<file path="config.mk">
export PLATFORM = sky130hd
export DESIGN_NAME = charger_irq_status_protect
export DESIGN_NICKNAME = d
export VERILOG_FILES = /design/src/verilog/charger_irq_pkg.sv /design/src/verilog/charger_irq_status_protect.sv /design/src/verilog/pin_sync.sv
export SDC_FILE = /design/constraint.sdc
export NUM_CORES = 1
export LEC_CHECK = 0
export BUFFER_PORTS_ARGS = -buffer_cell sky130_fd_sc_hd__clkbuf_2
export CORE_MARGIN = 8
export CORE_UTILIZATION = 40
export DETAILED_ROUTE_END_ITERATION = 8
export SLEW_MARGIN = 20
export SYNTH_ARGS = -nofsm -noshare
export SYNTH_HDL_FRONTEND = slang
export SYNTH_SLANG_ARGS = --single-unit
</file>
<file path="constraint.sdc">
create_clock -name mclk -period 2.7 [get_ports mclk]
set_input_delay 0.27 -clock mclk [delete_from_list [all_inputs] [get_ports mclk]]
set_output_delay 0.27 -clock mclk [all_outputs]
set_load 0.05 [all_outputs]
</file>
<file path="src/verilog/charger_irq_pkg.sv">
// constants for the charger interrupt, status and write-protection block
package charger_irq_pkg;

  // serial slave address, seven bits; the eighth bit on the wire is read/write
  localparam logic [6:0] SLAVE_ADDR = 7'h69;

  // register offsets
  localparam logic [7:0] ADDR_EVENT_FLAGS = 8'hB0;
  localparam logic [7:0] ADDR_EVENT_MASKS = 8'hB1;
  localparam logic [7:0] ADDR_HEALTH_FLAGS = 8'hB2;
  localparam logic [7:0] ADDR_DETAIL_ZERO = 8'hB3;
  localparam logic [7:0] ADDR_DETAIL_ONE = 8'hB4;
  localparam logic [7:0] ADDR_DETAIL_TWO = 8'hB5;
  localparam logic [7:0] ADDR_DETAIL_THREE = 8'hB6;
  localparam logic [7:0] ADDR_SETUP_ZERO = 8'hB7;
  localparam logic [7:0] ADDR_SETUP_ONE = 8'hB8;
  localparam logic [7:0] ADDR_SETUP_TWO = 8'hB9;
  localparam logic [7:0] ADDR_SETUP_THREE = 8'hBA;
  localparam logic [7:0] ADDR_SETUP_FOUR = 8'hBB;
  localparam logic [7:0] ADDR_SETUP_FIVE = 8'hBC;
  localparam logic [7:0] ADDR_SETUP_SIX = 8'hBD;
  localparam logic [7:0] ADDR_SETUP_SEVEN = 8'hBE;
  localparam logic [7:0] ADDR_SETUP_TEN = 8'hC1;
  localparam logic [7:0] ADDR_SETUP_ELEVEN = 8'hC2;
  localparam logic [7:0] ADDR_SETUP_TWELVE = 8'hC3;

  // setup register storage slots
  localparam int SETUP_SLOTS = 11;
  localparam logic [3:0] SLOT_SETUP_SIX = 4'h6;

  // subblock bit positions, shared by flags, masks and health
  localparam int SUBBLOCKS = 4;
  localparam int BIT_INPUT = 0;
  localparam int BIT_STATE_MACHINE = 1;
  localparam int BIT_BATTERY = 2;
  localparam int BIT_BYPASS = 3;

  // lock bit inside charger_setup_six; one blocks the static setup writes
  localparam int LOCK_BIT = 0;

  // values after reset, and the value read from unmapped offsets
  localparam logic [7:0] RESET_SETUP = 8'h00;
  localparam logic [7:0] RESET_MASKS = 8'h00;
  localparam logic [7:0] READ_UNMAPPED = 8'h00;

  // serial framing
  localparam logic [3:0] BITS_PER_BYTE = 4'h8;
  localparam int SYNC_STAGES = 2;

endpackage

</file>
<file path="src/verilog/charger_irq_status_protect.sv">
// charger event flags, masks, health, details and protected setup behind a serial slave
`timescale 1ns/100ps
`default_nettype none
module charger_irq_status_protect (
  input wire logic mclk,
  input wire logic srst,
  input wire logic scl_in,
  input wire logic sda_in,
  output logic sda_oe_n,
  input wire logic [3:0] subblock_ok,
  input wire logic [3:0][7:0] subblock_detail,
  output logic irq_n,
  output logic charger_pending,
  output logic static_write_lock,
  output logic [10:0][7:0] setup_bytes
);

  typedef enum logic [3:0] {
    ST_IDLE = 4'h0,
    ST_ADDR = 4'h1,
    ST_ADDR_ACK = 4'h3,
    ST_PTR = 4'h2,
    ST_PTR_ACK = 4'h6,
    ST_WDATA = 4'h7,
    ST_WDATA_ACK = 4'h5,
    ST_RDATA = 4'h4,
    ST_RDATA_ACK = 4'hC
  } bus_state_t;

  typedef struct packed {
    logic scl_prev;
    logic sda_prev;
    bus_state_t state;
    logic [3:0] bitcnt;
    logic [7:0] shreg;
    logic [7:0] ptr;
    logic rw;
    logic drive;
    logic oe_n;
    logic [3:0] flags;
    logic [7:0] masks;
    logic [3:0] ok_prev;
    logic [3:0][7:0] detail_prev;
    logic armed;
    logic [10:0][7:0] setup;
    logic irq_n;
    logic pending;
  } core_t;

  core_t q;
  core_t d;
  logic scl_s;
  logic sda_s;
  logic [1:0] pins_s;

  pin_sync #(
    .WIDTH(2),
    .IDLE(2'h3)
  ) u_pin_sync (
    .mclk(mclk),
    .srst(srst),
    .pin_in({scl_in, sda_in}),
    .pin_out(pins_s)
  );

  // synchronised levels; bit one carries the clock line, bit zero the data line
  assign scl_s = pins_s[1];
  assign sda_s = pins_s[0];

  // maps an offset to a setup storage slot; top bit says the offset is a setup register
  function automatic logic [4:0] setup_slot(input logic [7:0] a);
    logic [4:0] r;
    r = 5'h00;
    unique case (a)
      charger_irq_pkg::ADDR_SETUP_ZERO: r = 5'h10;
      charger_irq_pkg::ADDR_SETUP_ONE: r = 5'h11;
      charger_irq_pkg::ADDR_SETUP_TWO: r = 5'h12;
      charger_irq_pkg::ADDR_SETUP_THREE: r = 5'h13;
      charger_irq_pkg::ADDR_SETUP_FOUR: r = 5'h14;
      charger_irq_pkg::ADDR_SETUP_FIVE: r = 5'h15;
      charger_irq_pkg::ADDR_SETUP_SIX: r = 5'h16;
      charger_irq_pkg::ADDR_SETUP_SEVEN: r = 5'h17;
      charger_irq_pkg::ADDR_SETUP_TEN: r = 5'h18;
      charger_irq_pkg::ADDR_SETUP_ELEVEN: r = 5'h19;
      charger_irq_pkg::ADDR_SETUP_TWELVE: r = 5'h1A;
      default: r = 5'h00;
    endcase
    return r;
  endfunction

  // static registers that the lock guards
  function automatic logic is_static(input logic [7:0] a);
    logic r;
    r = 1'b0;
    unique case (a)
      charger_irq_pkg::ADDR_SETUP_ONE, charger_irq_pkg::ADDR_SETUP_TWO,
      charger_irq_pkg::ADDR_SETUP_THREE, charger_irq_pkg::ADDR_SETUP_FOUR,
      charger_irq_pkg::ADDR_SETUP_FIVE, charger_irq_pkg::ADDR_SETUP_SEVEN: r = 1'b1;
      default: r = 1'b0;
    endcase
    return r;
  endfunction

  // read multiplexer; unmapped offsets read as zero
  function automatic logic [7:0] read_value(input logic [7:0] a, input core_t s,
                                            input logic [3:0] ok,
                                            input logic [3:0][7:0] det);
    logic [7:0] r;
    logic [4:0] slot;
    r = charger_irq_pkg::READ_UNMAPPED;
    slot = setup_slot(a);
    unique case (a)
      charger_irq_pkg::ADDR_EVENT_FLAGS: r = {4'h0, s.flags};
      charger_irq_pkg::ADDR_EVENT_MASKS: r = s.masks;
      charger_irq_pkg::ADDR_HEALTH_FLAGS: r = {4'h0, ok};
      charger_irq_pkg::ADDR_DETAIL_ZERO: r = det[0];
      charger_irq_pkg::ADDR_DETAIL_ONE: r = det[1];
      charger_irq_pkg::ADDR_DETAIL_TWO: r = det[2];
      charger_irq_pkg::ADDR_DETAIL_THREE: r = det[3];
      default: begin
        if (slot[4]) begin
          r = s.setup[slot[3:0]];
        end
      end
    endcase
    return r;
  endfunction

  // next state: serial slave, register file, event capture and interrupt pin
  always_comb begin
    logic scl_rise;
    logic scl_fall;
    logic start_seen;
    logic stop_seen;
    logic [3:0] events;
    logic [3:0] clear;
    logic [4:0] slot;
    logic locked;
    logic [7:0] byte_in;
    scl_rise = 1'b0;
    scl_fall = 1'b0;
    start_seen = 1'b0;
    stop_seen = 1'b0;
    events = 4'h0;
    clear = 4'h0;
    slot = 5'h00;
    locked = 1'b0;
    byte_in = 8'h00;
    d = q;
    d.scl_prev = scl_s;
    d.sda_prev = sda_s;
    scl_rise = scl_s & ~q.scl_prev;
    scl_fall = ~scl_s & q.scl_prev;
    start_seen = scl_s & q.scl_prev & q.sda_prev & ~sda_s;
    stop_seen = scl_s & q.scl_prev & ~q.sda_prev & sda_s;
    // the lock bit lives in a register it does not guard, so it can always be cleared
    locked = q.setup[charger_irq_pkg::SLOT_SETUP_SIX][charger_irq_pkg::LOCK_BIT];
    byte_in = q.shreg;

    // a change of health or detail byte is a subblock state change
    d.ok_prev = subblock_ok;
    d.detail_prev = subblock_detail;
    d.armed = 1'b1;
    for (int i = 0; i < charger_irq_pkg::SUBBLOCKS; i++) begin
      events[i] = q.armed & ((subblock_ok[i] ^ q.ok_prev[i]) |
                             (subblock_detail[i] != q.detail_prev[i]));
    end

    // start and stop win over any transfer in progress; there is no clock stretching,
    // so the host must hold each clock phase for at least eight cycles
    if (start_seen) begin
      d.state = ST_ADDR;
      d.bitcnt = 4'h0;
      d.drive = 1'b0;
    end else if (stop_seen) begin
      d.state = ST_IDLE;
      d.drive = 1'b0;
    end else begin
      unique case (q.state)
        // idle until a start; the data line stays released
        ST_IDLE: begin
          d.drive = 1'b0;
        end
        // receive a byte: bits are taken on the clock rise, the byte acts on the fall after bit 8
        ST_ADDR, ST_PTR, ST_WDATA: begin
          if (scl_rise) begin
            d.shreg = {q.shreg[6:0], sda_s};
            d.bitcnt = q.bitcnt + 4'h1;
          end else if (scl_fall && q.bitcnt == charger_irq_pkg::BITS_PER_BYTE) begin
            d.bitcnt = 4'h0;
            if (q.state == ST_ADDR) begin
              // a foreign address is not acknowledged; wait for the next start
              if (byte_in[7:1] == charger_irq_pkg::SLAVE_ADDR) begin
                d.rw = byte_in[0];
                d.drive = 1'b1;
                d.state = ST_ADDR_ACK;
              end else begin
                d.state = ST_IDLE;
              end
            end else if (q.state == ST_PTR) begin
              // the pointer selects the register for the data bytes that follow
              d.ptr = byte_in;
              d.drive = 1'b1;
              d.state = ST_PTR_ACK;
            end else begin
              slot = setup_slot(q.ptr);
              // a locked static write is dropped but still acknowledged
              if (slot[4] && !(locked && is_static(q.ptr))) begin
                d.setup[slot[3:0]] = byte_in;
              end
              // all eight mask bits are kept for readback; only the low four gate the pin
              if (q.ptr == charger_irq_pkg::ADDR_EVENT_MASKS) begin
                d.masks = byte_in;
              end
              d.ptr = q.ptr + 8'h01;
              d.drive = 1'b1;
              d.state = ST_WDATA_ACK;
            end
          end
        end
        // hold the acknowledge until the host's clock falls again
        ST_PTR_ACK, ST_WDATA_ACK: begin
          if (scl_fall) begin
            d.drive = 1'b0;
            d.state = ST_WDATA;
          end
        end
        // after an acknowledge: load the next read byte or go on to the pointer
        ST_ADDR_ACK, ST_RDATA_ACK: begin
          if (scl_rise && q.state == ST_RDATA_ACK && sda_s) begin
            d.state = ST_IDLE; // host refused more data
          end else if (scl_fall) begin
            // load the byte; a flag read clears only the bits it returned
            if (q.state == ST_RDATA_ACK || q.rw) begin
              d.shreg = read_value(q.ptr, q, subblock_ok, subblock_detail);
              if (q.ptr == charger_irq_pkg::ADDR_EVENT_FLAGS) begin
                clear = q.flags;
              end
              d.drive = ~d.shreg[7];
              d.ptr = q.ptr + 8'h01;
              d.bitcnt = 4'h0;
              d.state = ST_RDATA;
            end else begin
              // write: the next byte is the register pointer
              d.drive = 1'b0;
              d.state = ST_PTR;
            end
          end
        end
        // shift the read byte out; the eighth fall hands the line to the host
        ST_RDATA: begin
          if (scl_rise) begin
            d.bitcnt = q.bitcnt + 4'h1;
          end else if (scl_fall) begin
            if (q.bitcnt == charger_irq_pkg::BITS_PER_BYTE) begin
              d.drive = 1'b0;
              d.state = ST_RDATA_ACK;
            end else begin
              d.shreg = {q.shreg[6:0], 1'b0};
              d.drive = ~q.shreg[6];
            end
          end
        end
        // an illegal state code drops back to idle
        default: begin
          d.state = ST_IDLE;
          d.drive = 1'b0;
        end
      endcase
    end

    // an event landing in the clearing cycle survives the clear
    d.flags = (q.flags & ~clear) | events;
    d.pending = |d.flags;
    d.irq_n = ~|(d.flags & ~d.masks[3:0]);
    // the open-drain enable has its own flop so the pin has no gate after the register
    d.oe_n = ~d.drive;
  end

  // every state bit resets to a constant
  always_ff @(posedge mclk) begin
    if (srst) begin
      q <= '0;
      // lines idle high, so the edge detectors see no false start after reset
      q.scl_prev <= 1'b1;
      q.sda_prev <= 1'b1;
      q.state <= ST_IDLE;
      q.masks <= charger_irq_pkg::RESET_MASKS;
      q.setup <= {charger_irq_pkg::SETUP_SLOTS{charger_irq_pkg::RESET_SETUP}};
      q.irq_n <= 1'b1;
      q.oe_n <= 1'b1;
    end else begin
      q <= d;
    end
  end

  // outputs straight from flip-flops
  assign sda_oe_n = q.oe_n;
  assign irq_n = q.irq_n;
  assign charger_pending = q.pending;
  assign static_write_lock = q.setup[charger_irq_pkg::SLOT_SETUP_SIX][charger_irq_pkg::LOCK_BIT];
  assign setup_bytes = q.setup;

endmodule
`default_nettype wire

</file>
<file path="src/verilog/pin_sync.sv">
// two flip-flop synchroniser for pins that arrive from outside the clock domain
`timescale 1ns/100ps
`default_nettype none
module pin_sync #(
  parameter int WIDTH = 1,
  parameter logic [WIDTH-1:0] IDLE = '1
) (
  input wire logic mclk,
  input wire logic srst,
  input wire logic [WIDTH-1:0] pin_in,
  output logic [WIDTH-1:0] pin_out
);

  typedef struct packed {
    logic [WIDTH-1:0] meta;
    logic [WIDTH-1:0] stable;
  } sync_t;

  sync_t q;
  sync_t d;

  // the first stage feeds only the second stage
  always_comb begin
    d = q;
    d.meta = pin_in;
    d.stable = q.meta;
  end

  // resets to the idle bus level so no false start is seen
  always_ff @(posedge mclk) begin
    if (srst) begin
      q <= {IDLE, IDLE};
    end else begin
      q <= d;
    end
  end

  assign pin_out = q.stable;

endmodule
`default_nettype wire
</file>
==> out/results.tsv <==
metric	value	unit
outcome	complete, no violations	
synth-seq-cells	172	
crit_start	q[144]	
synth_most_common_cell	dfxtp_1	
skew	9.681	ps
synth_area_leaders	dfxtp_1 37%, mux2i_1 8.6%, buf_4 7.4%, nand2_1 5.1%, nor2_1 4.2%	
fin_ws	127.4	ps
start_kind	flop	
first_iter_violations	771	
setup_tns	0	ps
track_usage	20.82	%
io-pin-count	132	
yosysTopAreaCell	dfxtp_1	
pwr-share-comb	4.7	%
grt_max_degree	64	
crit_type	flop to flop	
clkSinkCount	172	
cp_num_buf_inv	1	
die_w	168.4	um
dp_slack	-163.5	ps
antenna_found_initial	0	
hp-start	scl_in	
final-seq-area	3446	sq um
io_buffers	131	
start_util	40.91	%
finalSetupViolations	0	
nets	1227	
ant_nets	0	
core	22710	sq um
grt_pass1_wl	46.55	mm
slowest_delay	570	ps
hpwl	21.78	mm
synth_fa_ha_area_share	0.8080	%
timing.rr.start	q[144]	
diodes	0	
p_per_area	518.9	nW/um^2
p_sw_share	23.39	%
cp_slowest_cell	dfxtp_1	
vdd_drop_max	0.4072	mV
p_leak	4.291	nW
synth-edff-count	0	
drive_gt1_share	24.22	%
hold_viol	0	
ys_warn_count	0	
drc_errors	0	
worstPathMaxFanout	12	
routedWlPerCell	20.24	um
drv_slew	0	
synthXorXnorAreaFrac	3.676	%
fmax	0.3887	GHz
clk_latency	430	ps
grt_pass1_vias	7873	
cts_root_buf	clkbuf_16	
die-area	28360	sq um
num_rows	55	
min_path_type	input port to flop	
firstDrtPassIters	6	
routed_wl	29.92	mm
fp.dieH	168.4	um
avgSynthCellArea	8.416	sq um
synth_mux_area_share	8.740	%
seqPwrFrac	46.5	%
syn_area	9291	sq um
synth_compound_area_share	14.91	%
ys_types	83	
vias_per_cell	5.650	
cp_top_family	compound AO/OA/AOI/OAI gates	
nFillCells	2232	
cts_buffers	17	
holdBufCountCts	0	
yosysSeqAreaShare	37.06	%
yosysTopAreaCellShare	37.06	%
worstPathRequired	3030	ps
globalRoute.totalOverflow	0	
tightestPinTransition	816.9	ps
cap_violations	0	
relSlewSlack	45.12	%
synth-simple-area-share	23.85	%
crit_path_end_kind	flop	
cts_buffer_depth	2	
clk_pin_slew	70	ps
synthesis.nets	1150	
pwr-share-clk	48.8	%
synth_top_family_by_area	simple AND/OR/NAND/NOR gates	
arrival	2900	ps
cts_tree	built	
area_delta_synth_final	15.80	%
min_period	2573	ps
cp_cell_sequence	nor2b_1 > and2_1 > o22ai_4 > buf_4 > mux2_2 > nand2_1 > nand4_1 > a32o_1	
h-tree-depth	4	
internal-power	0.004277	W
p_sw	0.001306	W
timing.final.crit_share	95.28	%
rsz0062_at_grt	false	
syn_inst	1104	
multi_input_area	4890	sq um
synth_ff_type	dfxtp_1	
vias	8351	
p_total	0.005583	W
gp_congestion	0.9097	
fin_hold_ws	12.44	ps
yosys-top-cells-count	172 x dfxtp_1, 127 x nand2_1, 105 x nor2_1	
async_flop_share	0	%
## routing by layer
metal / global-route usage (%) / share of wire [%] / routed length, um / vias up
li1: - / - / - / 3938
met1: 29.63 / 47 / 13990 / 4009
met2: 32.17 / 46 / 13630 / 365
met3: 3.134 / 6.2 / 1848 / 39
met4: 5.512 / 1.5 / 455 / 0
met5: 0 / 0 / 0 / -
## power by group through the flow
| stage | Clock [W] | Combinational, W | Sequential, W |
|---|---|---|---|
| 6_report | 0.00273 | 0.000262 | 0.00260 |
| 5_1_grt | 0.00285 | 0.000285 | 0.00260 |
| 4_1_cts | 0.00275 | 0.000262 | 0.00260 |
| 3_5_place_dp | 0 | 0.000260 | 0.00265 |
| 3_3_place_gp | 0 | 0.000259 | 0.00265 |
| 2_1_floorplan | 0 | 0.000150 | 0.00266 |
## cell type report
| cell class | count | area share [%] |
|---|---|---|
| inverters | 14 | 0.4884 |
| well taps | 285 | 3.314 |
| flip-flops and latches | 172 | 32.03 |
| clock inverters | 13 | 1.872 |
| repair buffers | 217 | 12.77 |
| clock buffers | 18 | 4.082 |
| multi-input cells | 759 | 45.45 |
## cells in the final DEF (no fill, tap or decap), types with 14 or more instances in the layout
cell type | Yosys | routed
buf_4 | 91 | 80
dfxtp_1 | 172 | 170
a31oi_1 | 14 | 14
nor3_1 | 16 | 16
nor2b_1 | 45 | 45
nand3_1 | 29 | 29
nor2_1 | 105 | 102
clkbuf_16 | 0 | 17
o21ai_0 | 26 | 26
a21oi_1 | 77 | 77
xor2_1 | 31 | 31
nand2_1 | 127 | 127
mux2i_1 | 80 | 79
inv_1 | 14 | 14
clkbuf_2 | 0 | 130
## stage by stage
step | cells | utilization, % | cell area, sq um
final | 1478 | 47.38 | 10760
after global routing | 1478 | 47.38 | 10760
after CTS | 1474 | 47.09 | 10690
after detailed placement | 1443 | 44.19 | 10030
after global placement | 1443 | 44.19 | 10030
after floorplan | 1104 | - | 9291
## worst paths after layout
check / end / slack [ps] / cells past startpoint
max: q[157] / 130 / 8
min: u_pin_sync.d[1] / 10 / 2
max reg2reg: q[157] / 130 / 8
min reg2reg: u_pin_sync.pin_out[0] / 410 / 1
## worst register-to-register path, stage by stage, from the launching register on
cell     delay (ps)
dfxtp_1         570
nor2b_1         120
and2_1          240
o22ai_4         460
buf_4           210
mux2_2          330
nand2_1          70
nand4_1         200
a32o_1          270
## what timing repair did
action | CTS | global route
buffers inserted | 0 | 4
endpoints found under the setup margin | 5 | 49
pin swaps | 0 | 3
endpoints found under the hold margin | 0 | 0
resized for setup | 5 | 12
## kinds of logic after synthesis
group | Yosys count
and+or+nand+nor | 422
AOI/OAI and AO/OA | 211
buffers and inverters | 173
DFF | 172
muxes | 81
xor gates and xnor gates | 39
adders and majority gates | 6
(Power assumes the default switching activity.)
